[config.mk]
export PLATFORM = sky130hd
export DESIGN_NAME = usct_core
export DESIGN_NICKNAME = d
export VERILOG_FILES = /design/src/usct_pkg.sv /design/src/usct_core.sv /design/src/usct_baud.sv
export SDC_FILE = /design/constraint.sdc
export NUM_CORES = 1
export LEC_CHECK = 0
export BUFFER_PORTS_ARGS = -buffer_cell sky130_fd_sc_hd__buf_2
export CAP_MARGIN = 0
export CORE_ASPECT_RATIO = 0.9
export CORE_UTILIZATION = 40
export CTS_CLUSTER_DIAMETER = 60
export DETAILED_ROUTE_END_ITERATION = 7
export MAX_ROUTING_LAYER = met4
export PLACE_DENSITY = 0.58
export SLEW_MARGIN = 20
export SYNTH_ARGS = -nofsm -noshare
export SYNTH_HDL_FRONTEND = slang
export SYNTH_SLANG_ARGS = --single-unit
[constraint.sdc]
create_clock -name clk_sys -period 7.6 [get_ports clk_sys]
set_input_delay 0 -clock clk_sys [delete_from_list [all_inputs] [get_ports clk_sys]]
set_output_delay 0 -clock clk_sys [all_outputs]
set_load 0.02 [all_outputs]
[src/usct_pkg.sv]
// Package: register map, field positions, timing and carrier types
//
// Behaviour
// - receive shifts pin bits in LSB first
// - data read returns the receive buffer
// - data write fills buffer, loads after frame
// - parity replaces the top data bit
// - word length selects 8 or 9 bits
// - divisor holds integer and fraction parts
// - oversample-by-8 mode via control bit
// - stop bit count is programmable
// - receiver and transmitter enabled independently
// - optional RTS/CTS hardware flow control
// - clock pin driven only when enabled
// - polarity sets idle clock level
// - phase selects capture edge
// - last-bit setting gates final clock pulse
package usct_pkg;
    localparam logic [4:0] ADDR_STATUS = 5'h00;
    localparam logic [4:0] ADDR_DATA = 5'h04;
    localparam logic [4:0] ADDR_BAUD = 5'h08;
    localparam logic [4:0] ADDR_CTL1 = 5'h0c;
    localparam logic [4:0] ADDR_CTL2 = 5'h10;
    localparam logic [4:0] ADDR_CTL3 = 5'h14;
    localparam logic [4:0] ADDR_GTP = 5'h18;
    localparam logic [4:0] ADDR_MASK = 5'h1c;
    // Status bits
    localparam int ST_PE = 0;
    localparam int ST_FE = 1;
    localparam int ST_ORE = 3;
    localparam int ST_RXNE = 5;
    localparam int ST_TC = 6;
    localparam int ST_TXE = 7;
    localparam logic [15:0] ST_W1C = 16'h006b;
    // Control one bits
    localparam int C1_RE = 2;
    localparam int C1_TE = 3;
    localparam int C1_PS = 9;
    localparam int C1_PCE = 10;
    localparam int C1_M = 12;
    localparam int C1_UE = 13;
    localparam int C1_OVERSAMPLE_HALF_BIT = 15;
    // Control two bits
    localparam int C2_LBCL = 8;
    localparam int C2_CLOCK_CAPTURE_EDGE = 9;
    localparam int C2_CLOCK_IDLE_LEVEL = 10;
    localparam int C2_CLKEN = 11;
    localparam int C2_STOP = 12;
    // Control three bits
    localparam int C3_RTSE = 8;
    localparam int C3_CTSE = 9;
    localparam int FRAC_W = 4;
    localparam logic [15:0] RST_ZERO = 16'h0000;
    localparam logic [15:0] RST_STATUS = 16'h00c0;
    localparam logic [3:0] TICKS16 = 4'hf;
    localparam logic [3:0] TICKS8 = 4'h7;
    localparam logic [3:0] MID16 = 4'h7;
    localparam logic [3:0] MID8 = 4'h3;
    localparam logic [1:0] STOP_TWO = 2'h2;

    typedef enum logic [1:0] {
        USCT_IDLE = 2'b00,
        USCT_START = 2'b01,
        USCT_DATA = 2'b11,
        USCT_STOP = 2'b10
    } usct_phase_t;

    typedef struct packed {
        logic en;
        logic nine;
        logic par_en;
        logic par_odd;
        logic [1:0] stop;
        logic oversample_half_bit;
    } usct_fmt_t;

    // Synchronous clock options
    typedef struct packed {
        logic clken;
        logic clock_idle_level;
        logic clock_capture_edge;
        logic lbcl;
    } usct_sclk_t;

    typedef struct packed {
        logic [15:0] status;
        logic [15:0] mask;
        logic [15:0] baud;
        logic [15:0] ctl1;
        logic [15:0] ctl2;
        logic [15:0] ctl3;
        logic [15:0] gtp;
        logic [8:0] transmit_buffer;
        logic [15:0] rdata;
        logic rvalid;
    } usct_regs_t;
endpackage

[src/usct_core.sv]
// Serial transceiver core with Avalon-MM register slave
//
// Decided for this implementation: register access over Avalon-MM.
module usct_core
    import usct_pkg::*;
(
    input wire logic clk_sys,
    input wire logic rst,
    input wire logic [4:0] avs_address,
    input wire logic avs_read,
    input wire logic avs_write,
    input wire logic [31:0] avs_writedata,
    output logic [31:0] avs_readdata,
    output logic avs_waitrequest,
    input wire logic rx_pin,
    output logic tx_pin,
    input wire logic cts_n,
    output logic rts_n,
    output logic sclk_o,
    output logic sclk_oe,
    output logic irq
);
    typedef struct packed {
        usct_regs_t r;
        usct_phase_t tph;
        logic [3:0] tsub;
        logic [3:0] tbit;
        logic [9:0] tsh;
        logic tx;
        logic sclk;
        usct_phase_t rph;
        logic [3:0] rsub;
        logic [3:0] rbit;
        logic [8:0] rsh;
        logic [8:0] rbuf;
        logic [1:0] rsync;
    } usct_state_t;
    usct_state_t s_q, s_d;
    usct_fmt_t fmt;
    usct_sclk_t sck;
    logic tick, bus_hit, last_sub, rlast_sub, rmid;
    logic [3:0] nbits, tick_max;
    logic [8:0] pword, rword;
    logic [15:0] wr16;

    // Even or odd parity of the low data bits
    function automatic logic parity(input logic [8:0] v, input logic [3:0] n,
                                    input logic odd);
        logic p;
        p = odd;
        for (int i = 0; i < 9; i++) begin
            if (i < int'(n)) p = p ^ v[i];
        end
        return p;
    endfunction

    // Frame format decode from control registers
    always_comb begin
        fmt.en = s_q.r.ctl1[C1_UE];
        fmt.nine = s_q.r.ctl1[C1_M];
        fmt.par_en = s_q.r.ctl1[C1_PCE];
        fmt.par_odd = s_q.r.ctl1[C1_PS];
        fmt.stop = s_q.r.ctl2[C2_STOP+1:C2_STOP];
        fmt.oversample_half_bit = s_q.r.ctl1[C1_OVERSAMPLE_HALF_BIT];
        sck.clken = s_q.r.ctl2[C2_CLKEN];
        sck.clock_idle_level = s_q.r.ctl2[C2_CLOCK_IDLE_LEVEL];
        sck.clock_capture_edge = s_q.r.ctl2[C2_CLOCK_CAPTURE_EDGE];
        sck.lbcl = s_q.r.ctl2[C2_LBCL];
    end

    usct_baud u_baud (
        .clk_sys(clk_sys),
        .rst(rst),
        .enable(fmt.en),
        .divisor(s_q.r.baud),
        .oversample_half_bit(fmt.oversample_half_bit),
        .tick(tick)
    );

    // Bit count per frame: 8 or 9, parity included
    assign nbits = fmt.nine ? 4'h9 : 4'h8;
    // 16 or 8 ticks per bit
    assign tick_max = fmt.oversample_half_bit ? TICKS8 : TICKS16;
    assign last_sub = tick && s_q.tsub == tick_max;
    assign rlast_sub = tick && s_q.rsub == tick_max;
    assign rmid = tick && s_q.rsub == (fmt.oversample_half_bit ? MID8 : MID16);
    assign wr16 = avs_writedata[15:0];
    assign bus_hit = avs_address[1:0] == 2'b00;

    // Parity overwrites the top bit of the word
    always_comb begin
        pword = s_q.r.transmit_buffer;
        if (!fmt.nine) pword[8] = 1'b0;
        if (fmt.par_en) begin
            pword[nbits-4'h1] = parity(s_q.r.transmit_buffer, nbits - 4'h1, fmt.par_odd);
        end
        rword = fmt.nine ? s_q.rsh : {1'b0, s_q.rsh[8:1]};
    end

    // Main next-state logic
    always_comb begin
        s_d = s_q;
        s_d.r.rvalid = 1'b0;
        s_d.rsync = {s_q.rsync[0], rx_pin};
        // Register writes
        if (avs_write && bus_hit) begin
            unique case (avs_address)
                ADDR_STATUS: s_d.r.status = s_q.r.status & ~(wr16 & ST_W1C);
                ADDR_DATA: begin
                    s_d.r.transmit_buffer = wr16[8:0];
                    s_d.r.status[ST_TXE] = 1'b0;
                    s_d.r.status[ST_TC] = 1'b0;
                end
                ADDR_BAUD: s_d.r.baud = wr16;
                ADDR_CTL1: s_d.r.ctl1 = wr16;
                ADDR_CTL2: s_d.r.ctl2 = wr16;
                ADDR_CTL3: s_d.r.ctl3 = wr16;
                ADDR_GTP: s_d.r.gtp = wr16;
                ADDR_MASK: s_d.r.mask = wr16;
                default: ;
            endcase
        end
        // Register reads, data read empties the buffer
        if (avs_read) begin
            s_d.r.rvalid = 1'b1;
            s_d.r.rdata = RST_ZERO;
            if (bus_hit) begin
                unique case (avs_address)
                    ADDR_STATUS: s_d.r.rdata = s_q.r.status;
                    ADDR_DATA: begin
                        s_d.r.rdata = {7'h00, s_q.rbuf};
                        s_d.r.status[ST_RXNE] = 1'b0;
                    end
                    ADDR_BAUD: s_d.r.rdata = s_q.r.baud;
                    ADDR_CTL1: s_d.r.rdata = s_q.r.ctl1;
                    ADDR_CTL2: s_d.r.rdata = s_q.r.ctl2;
                    ADDR_CTL3: s_d.r.rdata = s_q.r.ctl3;
                    ADDR_GTP: s_d.r.rdata = s_q.r.gtp;
                    ADDR_MASK: s_d.r.rdata = s_q.r.mask;
                    default: s_d.r.rdata = RST_ZERO;
                endcase
            end
        end
        // Transmitter
        if (tick) s_d.tsub = (s_q.tsub == tick_max) ? 4'h0 : s_q.tsub + 4'h1;
        unique case (s_q.tph)
            USCT_IDLE: begin
                s_d.tx = 1'b1;
                s_d.sclk = sck.clock_idle_level;
                s_d.tsub = 4'h0;
                // Load only after the previous frame
                if (fmt.en && s_q.r.ctl1[C1_TE] && !s_q.r.status[ST_TXE] &&
                    !(s_q.r.ctl3[C3_CTSE] && cts_n)) begin
                    s_d.tsh = {1'b1, pword};
                    // A data write in the load cycle keeps the buffer full
                    s_d.r.status[ST_TXE] = !(avs_write && bus_hit &&
                                             avs_address == ADDR_DATA);
                    s_d.tph = USCT_START;
                end
            end
            USCT_START: begin
                s_d.tx = 1'b0;
                if (last_sub) begin
                    s_d.tph = USCT_DATA;
                    s_d.tbit = 4'h0;
                end
            end
            USCT_DATA: begin
                s_d.tx = s_q.tsh[0];
                // Synchronous clock: toggle at sub-tick MID8 and at bit end, last bit gated
                if (tick && (s_q.tsub == MID8 || s_q.tsub == tick_max) &&
                    (sck.lbcl || s_q.tbit != nbits - 4'h1)) begin
                    s_d.sclk = ((s_q.tsub == MID8) ^ sck.clock_capture_edge) ^ sck.clock_idle_level;
                end
                if (last_sub) begin
                    s_d.tsh = {1'b1, s_q.tsh[9:1]};
                    s_d.tbit = s_q.tbit + 4'h1;
                    if (s_q.tbit == nbits - 4'h1) begin
                        s_d.tph = USCT_STOP;
                        s_d.tbit = 4'h0;
                        s_d.sclk = sck.clock_idle_level;
                    end
                end
            end
            USCT_STOP: begin
                s_d.tx = 1'b1;
                // Stop length from control: 1 or 2 bits
                if (last_sub) begin
                    s_d.tbit = s_q.tbit + 4'h1;
                    if (s_q.tbit[1:0] == (fmt.stop == STOP_TWO ? 2'h1 : 2'h0)) begin
                        s_d.tph = USCT_IDLE;
                        s_d.r.status[ST_TC] = s_q.r.status[ST_TXE];
                    end
                end
            end
        endcase
        // Receiver
        if (tick) s_d.rsub = (s_q.rsub == tick_max) ? 4'h0 : s_q.rsub + 4'h1;
        unique case (s_q.rph)
            USCT_IDLE: begin
                s_d.rsub = 4'h0;
                if (fmt.en && s_q.r.ctl1[C1_RE] && !s_q.rsync[1]) begin
                    s_d.rph = USCT_START;
                end
            end
            USCT_START: begin
                if (rmid && s_q.rsync[1]) s_d.rph = USCT_IDLE; // glitch
                if (rlast_sub) begin
                    s_d.rph = USCT_DATA;
                    s_d.rbit = 4'h0;
                end
            end
            USCT_DATA: begin
                if (rmid) begin
                    s_d.rsh = {s_q.rsync[1], s_q.rsh[8:1]};
                    s_d.rbit = s_q.rbit + 4'h1;
                end
                if (rlast_sub && s_q.rbit == nbits) s_d.rph = USCT_STOP;
            end
            USCT_STOP: begin
                if (rmid) begin
                    s_d.rph = USCT_IDLE;
                    // Full buffer keeps the old word, new one is lost
                    if (s_q.r.status[ST_RXNE]) begin
                        s_d.r.status[ST_ORE] = 1'b1;
                    end else begin
                        s_d.rbuf = rword;
                    end
                    s_d.r.status[ST_RXNE] = 1'b1;
                    if (!s_q.rsync[1]) s_d.r.status[ST_FE] = 1'b1;
                    if (fmt.par_en && parity(rword, nbits, fmt.par_odd)) begin
                        s_d.r.status[ST_PE] = 1'b1;
                    end
                end
            end
        endcase
        if (!fmt.en) begin
            s_d.tph = USCT_IDLE;
            s_d.rph = USCT_IDLE;
        end
        // Pin level follows the phase being entered
        unique case (s_d.tph)
            USCT_IDLE: s_d.tx = 1'b1;
            USCT_START: s_d.tx = 1'b0;
            USCT_DATA: s_d.tx = s_d.tsh[0];
            USCT_STOP: s_d.tx = 1'b1;
        endcase
    end

    always_ff @(posedge clk_sys or posedge rst) begin
        if (rst) begin
            s_q <= '0;
            s_q.r.status <= RST_STATUS;
            s_q.tx <= 1'b1;
            s_q.rsync <= 2'b11;
        end else begin
            s_q <= s_d;
        end
    end

    // Outputs
    assign avs_waitrequest = (avs_read || avs_write) ? !s_q.r.rvalid && avs_read : 1'b0;
    assign avs_readdata = {16'h0000, s_q.r.rdata};
    assign tx_pin = s_q.tx;
    assign rts_n = s_q.r.ctl3[C3_RTSE] && s_q.r.status[ST_RXNE];
    assign sclk_oe = sck.clken;
    assign sclk_o = sck.clken ? s_q.sclk : sck.clock_idle_level;
    assign irq = |(s_q.r.status & s_q.r.mask);

    AST_TX_IDLE_HIGH: assert property (@(posedge clk_sys) disable iff (rst)
        s_q.tph == USCT_IDLE |-> tx_pin) else $error("tx not idle high");
    AST_START_LOW: assert property (@(posedge clk_sys) disable iff (rst)
        s_q.tph == USCT_START |-> !tx_pin) else $error("start bit not low");
    AST_LOAD_AFTER_FRAME: assert property (@(posedge clk_sys) disable iff (rst)
        s_q.tph != USCT_IDLE && !last_sub |=> $stable(s_q.tsh))
        else $error("shift reg loaded mid frame");
    AST_TXE_ON_LOAD: assert property (@(posedge clk_sys) disable iff (rst)
        s_q.tph == USCT_IDLE ##1 s_q.tph == USCT_START |-> s_q.r.status[ST_TXE])
        else $error("buffer not freed on load");
    AST_CLK_OE: assert property (@(posedge clk_sys) disable iff (rst)
        sclk_oe == s_q.r.ctl2[C2_CLKEN]) else $error("clock oe wrong");
    AST_CLK_IDLE: assert property (@(posedge clk_sys) disable iff (rst)
        s_q.tph == USCT_IDLE ##1 s_q.tph == USCT_IDLE && $stable(sck.clock_idle_level)
        |-> sclk_o == sck.clock_idle_level) else $error("clock idle level");
    AST_CTS_BLOCK: assert property (@(posedge clk_sys) disable iff (rst)
        s_q.tph == USCT_IDLE && s_q.r.ctl3[C3_CTSE] && cts_n |=> s_q.tph == USCT_IDLE)
        else $error("sent while cts high");
    AST_TX_DISABLED: assert property (@(posedge clk_sys) disable iff (rst)
        s_q.tph == USCT_IDLE && !s_q.r.ctl1[C1_TE] |=> s_q.tph == USCT_IDLE)
        else $error("sent while disabled");
    AST_RX_DISABLED: assert property (@(posedge clk_sys) disable iff (rst)
        s_q.rph == USCT_IDLE && !s_q.r.ctl1[C1_RE] |=> s_q.rph == USCT_IDLE)
        else $error("received while disabled");
    AST_IRQ: assert property (@(posedge clk_sys) disable iff (rst)
        irq == |(s_q.r.status & s_q.r.mask)) else $error("irq mismatch");
    COV_TX: cover property (@(posedge clk_sys) s_q.tph == USCT_STOP ##1 s_q.tph == USCT_IDLE);
    COV_RX: cover property (@(posedge clk_sys) $rose(s_q.r.status[ST_RXNE]));
    COV_PAR: cover property (@(posedge clk_sys) $rose(s_q.r.status[ST_PE]));
endmodule

[src/usct_baud.sv]
// Fractional baud tick generator for the oversampling clock
module usct_baud
    import usct_pkg::*;
(
    input wire logic clk_sys,
    input wire logic rst,
    input wire logic enable,
    input wire logic [15:0] divisor,
    input wire logic oversample_half_bit,
    output logic tick
);
    typedef struct packed {
        logic [11:0] cnt;
        logic [3:0] acc;
        logic tick;
    } usct_baud_st_t;
    usct_baud_st_t s_q, s_d;
    logic [11:0] mant;
    logic [3:0] frac;
    logic [4:0] sum;
    logic [3:0] wrap;

    // Integer part divides, fraction spreads extra cycles
    always_comb begin
        mant = divisor[15:FRAC_W];
        // In 8x mode only three fraction bits count
        frac = oversample_half_bit ? {1'b0, divisor[2:0]} : divisor[3:0];
        wrap = oversample_half_bit ? 4'h8 : 4'h0;
        sum = {1'b0, s_q.acc} + {1'b0, frac};
        s_d = s_q;
        s_d.tick = 1'b0;
        if (!enable || mant == 12'h000) begin
            s_d.cnt = 12'h000;
            s_d.acc = 4'h0;
        end else if (s_q.cnt == 12'h000) begin
            s_d.tick = 1'b1;
            s_d.acc = sum[3:0];
            if (oversample_half_bit && sum[3]) begin
                s_d.acc = sum[3:0] - wrap;
            end
            // Carry adds one extra clock this period
            if (sum[4] || (oversample_half_bit && sum[3])) begin
                s_d.cnt = mant;
            end else begin
                s_d.cnt = mant - 12'h001;
            end
        end else begin
            s_d.cnt = s_q.cnt - 12'h001;
        end
    end

    always_ff @(posedge clk_sys or posedge rst) begin
        if (rst) begin
            s_q <= '0;
        end else begin
            s_q <= s_d;
        end
    end
    assign tick = s_q.tick;
endmodule

======== Word-level counts from Yosys, hierarchy flattened ========
Index checks and enable logic that the tools add are counted.
cells by class
  add/subtract/negate cells ............... 9
  $lt $le $gt $ge ......................... 20
  equal/unequal tests ..................... 35
  mux-type cells .......................... 131
  bitwise logic cells ..................... 24
  reductions and logical operators ........ 60
operator list
  kind                   count
  $mux 16                8
  $pmux 16 s8            1
  $mux 113               1
  $mux 1                 71
  $mux 4                 14
  $and 16x16->16         2
  $lt 3x4->1 const A     8
  $mux 2                 15
  $mux 9                 3
  $logic_not 12->1       2
  $mux 12                2
  $sub 12x1->12 const B  2
  $eq 5x5->1 const B     4
  $logic_and 1x1->1      20
  $pmux 10 s2            1
  $xor 1x1->1            20
  $reduce_and 2->1       9
  $add 4x1->4 const B    4
  $eq 4x4->1             4
  $lt 1x4->1 const A     4
  $lt 2x4->1 const A     4
  $not 7->16             1
  $pmux 2 s4             2
  $reduce_or 16->1       1
  40 further kinds       76
word-level totals
  register bits after elaboration ......... 207
  input bits .............................. 43
  output and inout bits ................... 38
  word-level logic and storage cells ...... 306

======== Depth between registers and ports, before layout ========
  depth after elaboration ................. 41
  mapped depth ............................ 9
  mapped depth without buffers ............ 9

======== Modules after synthesis ========
Synthesis repeated with hierarchy kept, for this count alone.
unflattened totals
  cells, all modules ...................... 926
  area, all modules ....................... 10,346.2 µm²
modules (own cells, without submodules)
  module     instances  cells an instance  area an instance (µm²)  sequential area each (µm²)
  usct_core  1          766                8,943.6                 4,510.6
  usct_baud  1          160                1,402.6                 425.4

======== Worst setup path before layout ========
No wires, ideal clock.
  path type ............................... reg2reg
  from .................................... register s_q, in the netlist fmt[0]
  to ...................................... register u_baud.s_q[14] in the netlist's numbering
  library setup time ...................... 87 ps
  arrival ................................. 2,303 ps
  data required time ...................... 7,513 ps
  path slack .............................. 5,210 ps
  cell stages (with the launch flop) ...... 10
  path buffers ............................ 2
  period minus slack after synthesis ...... 2,390 ps
  cells stage by stage .................... dfrtp_1 clkbuf_1 nor2b_1 ha_1 and3b_1 o31ai_1 buf_2 nor4b_1 xnor2_1 a211oi_2
RTL lines
  what                  RTL line         text
  start, declared       usct_core.sv:38  usct_state_t s_q, s_d;
  end signal, assigned  usct_baud.sv:54  s_q <= '0;
  end signal, assigned  usct_baud.sv:56  s_q <= s_d;
  end, declared         usct_baud.sv:17  usct_baud_st_t s_q, s_d;

======== Worst setup path in the final report ========
  from .................................... input avs_address[2]
  to ...................................... register s_q[80] in the netlist's numbering
between the ends
  word-level cells in the longest chain between the ends .. 2
ends and longest elaborated chain
  what                               RTL line          text
  start, declared                    usct_core.sv:9    input wire logic [4:0] avs_address,
  $eq 5x5->1                         usct_core.sv:107  unique case (avs_address)
  $reduce_and 2->1 (no source line)  n/a
No other way between the ends.
A chain may end at the register's enable or synchronous reset.

==> parameters.txt <==
Parameter                              Value

Clock tree
  Clock buffer count from CTS    17
  TritonCTS clock tree    yes
  Latest clock arrival within the worst-skew pair    0.44 ns
  Clk sink count    197
  CTS root buffer    sky130_fd_sc_hd__clkbuf_16
  Buffers from clock root to sink, at most    2
  Post-CTS Repair Setup Buffers    0
  Post-cts resize count    0
  Hold-fix buffers at CTS    21
  Clock Pin Slew Worst Setup and Hold Paths    0.08 ns
  H-tree levels    4

Layout
  Layout cells sized above 1    24.55%
  Area used by multi-input combinational logic    0.004533 mm^2
  Syn-to-layout area delta    11.61%
  Filler cell count in the final layout    2252
  Antenna cell count    0
  Number of nets in the finished design    992
  Total area of sequential cells    0.004936 mm^2

Routing
  Residual antenna-violating net count after detailed routing    0
  Final WL    24980 um
  Number of vias per cell after detailed routing    5.583
  Starting DRC count in detailed routing    397
  DRC violation count after routing    0
  Number of optimization iterations in the first detailed-route pass    5
  Routed vias    6996
  Drt wl/cell    19.94 um

STA
  Final setup vio count    0
  Worst Max-Slew Pin Slew    0.9744 ns
  Final Hold Violating Endpoints    0
  Worst relative slew slack    34.88%
  Accumulated negative setup slack    0 ns
  Number of pins exceeding their max-slew limit in the final report    0
  Worst clock skew    0.01099 ns
  Setup repair after global routing missed its margin    false
  Final worst path period share    37.86%
  Worst path setup slack after routing    4.723 ns
  Time the final worst path needs with I/O delays and setup    2.877 ns
  Upper clock frequency limit    347.5 MHz

Setup path
  Highest net fanout along the worst path    17
  Nature of the critical path endpoint    flip-flop
  Critical path type    in2reg
  Critical Path, Cell by Cell    dlygate4sd3_1 > buf_2 > or3_1 > nor2_2 > and2_1 > mux2_2
  Element type at the critical path start    input pin
  Worst EP arrival    3.20 ns
  Largest stage delay, worst path    0.87 ns
  Worst Path Required    7.92 ns
  Slowest cell on the critical path    sky130_fd_sc_hd__and2_1

Synth
  Share of the synthesized area in the top cell type    48.34%
  Register area share after synthesis    49.67%
  Cell area after synthesis    0.009938 mm^2
  Netlist cell types    66
  Avg Synthesized Cell Area    11.08 um^2
  Top cell type by total area after synthesis    sky130_fd_sc_hd__dfrtp_1
  Number of synthesized flops with an enable pin    0
  Ys async rst share    100.0%
  Largest cells by area after synthesis    sky130_fd_sc_hd__dfrtp_1 (48%), sky130_fd_sc_hd__mux2_2 (13%), sky130_fd_sc_hd__a22oi_1 (3.2%)
  Synth Warn #    0
  Dominant register cell in the synthesized netlist    sky130_fd_sc_hd__dfrtp_1
  Mapped Cells    897
  Synthesis-stage register bit count    197

Placed design
  DP Worst Slack    4.773 ns
  Quantity of I/O buffers inserted on ports    48
  Final Wtd Congestion    0.8326
  Dpl hpwl    16590 um

Run
  Maximum capacitance violations    0

Pwr
  Pleak    0.004996 uW
  Power density over cell area    228.3 mW/mm^2
  Peak supply drop    147.6 uV

Outcome
  Result of the run    finished clean

Global route
  Gr usage total    21.21%
  Total overflow reported by the global router    0
  Number of antenna violations at the first check in global routing    0
  Global-route wire length before repair    39560 um
  Number of global-route vias before repair    6825
  Largest net degree at the start of global routing    92

Floorplanning
  Starting density of the core    40.86%
  Row count    54
  Die width    168.2 um
  Total Die Area    0.02548 mm^2
  Core region area    0.02432 mm^2
  Die Height    151.5 um
  Number of primary I/O pins    81

Min path
  Classification of the worst-slack hold path    in2reg
stage by stage:
step	util, %	std cells	hold WS [ns]	instance area [um^2]	power (uW)
finish	45.60	1253	0.02732	11090	2532
global route	45.60	1253	0.03240	11090	2648
CTS	45.60	1253	0.01216	11090	2553
detailed placement	42.24	1200	0.1109	10270	1622
global placement	42.23	1200	0.1081	10270	1616
floorplan	-	912	0.004478	9995	1518
cell usage after synthesis (all sizes together), types with 22 or more instances:
cell type,n
nor2,57
nand3,25
dfrtp,192
mux2,118
o21ai,33
nand2,63
a22oi,42
inv,22
xor2,23
clkbuf,30
buf,50
xnor2,26
worst max-delay path, delay by kind of cell:
kind / cells / cell delay (ns)
simple gates: 3 / 2.04
buf+inv: 2 / 0.74
mux: 1 / 0.42
cell type report:
type                    count  area share, %
clock inverters            15          1.636
repair buffers             81          4.873
flip-flops and latches    197          44.50
well taps                 308          3.474
multi-input cells         613          40.87
clock buffers              17          3.835
inverters                  22         0.8122
worst paths after layout:
check                               start               to  slack (ns)  depth (start not counted)
hold / removal             avs_address[0]  avs_readdata[1]        0.03                          3
hold reg to reg                    s_d[1]           s_q[1]        0.36                          0
min in group asynchronous             rst          s_q[17]        0.19                          3
setup / recovery           avs_address[2]          s_q[80]        4.72                          6
setup reg to reg                   fmt[0]          s_q[36]        4.97                          6
max in group asynchronous             rst    u_baud.s_q[8]        5.51                          5
routing by layer:
layer	part of all wire, %	vias up	GRT usage (%)
li1	-	3268	-
met1	50	3553	29.95
met2	45	149	31.94
met3	3.7	26	3.403
met4	1.5	0	5.409
met5	0	-	-
registers in the layout (all words and copies together) (netlist names):
name,flops
fmt,7
avs_readdata,16
sclk_oe,1
u_baud.s_q,16
tx_pin,1
u_baud.tick,1
s_q,154
s_d,1
layout by cell type, fill, tap and decap left out, types with 14 or more instances in the layout:
| cell | n |
|---|---|
| sky130_fd_sc_hd__a21oi_1 | 17 |
| sky130_fd_sc_hd__a22oi_1 | 42 |
| sky130_fd_sc_hd__buf_2 | 48 |
| sky130_fd_sc_hd__clkbuf_16 | 17 |
| sky130_fd_sc_hd__conb_1 | 16 |
| sky130_fd_sc_hd__dfrtp_1 | 192 |
| sky130_fd_sc_hd__dlygate4sd3_1 | 21 |
| sky130_fd_sc_hd__ha_1 | 16 |
| sky130_fd_sc_hd__inv_1 | 21 |
| sky130_fd_sc_hd__mux2_2 | 118 |
| sky130_fd_sc_hd__mux2i_1 | 14 |
| sky130_fd_sc_hd__nand2_1 | 62 |
| sky130_fd_sc_hd__nand3_1 | 25 |
| sky130_fd_sc_hd__nor2_1 | 55 |
| sky130_fd_sc_hd__nor3_1 | 17 |
| sky130_fd_sc_hd__o21ai_0 | 32 |
| sky130_fd_sc_hd__xnor2_1 | 26 |
| sky130_fd_sc_hd__xor2_1 | 23 |
power by group:
group / leakage [uW] / switching [uW] / internal (uW)
logic: 0.00204 / 257 / 169
registers: 0.00266 / 68.7 / 1120
clock network: 0.000298 / 471 / 449
kinds of logic (layout without fill, tap and decap cells):
| group | Yosys count | after routing | synth area share [%] |
|---|---|---|---|
| xor gates and xnor gates | 49 | 49 | 4.318 |
| DFF | 197 | 197 | 49.67 |
| muxes | 132 | 132 | 14.78 |
| and+or+nand+nor | 222 | 222 | 10.95 |
| other | 1 | 16 | 0.03773 |
| adders and majority gates | 17 | 17 | 2.216 |
| buffers and inverters | 102 | 135 | 5.325 |
| AOI/OAI and AO/OA | 177 | 177 | 12.70 |
No activity file was read; power rests on OpenSTA's default activity.
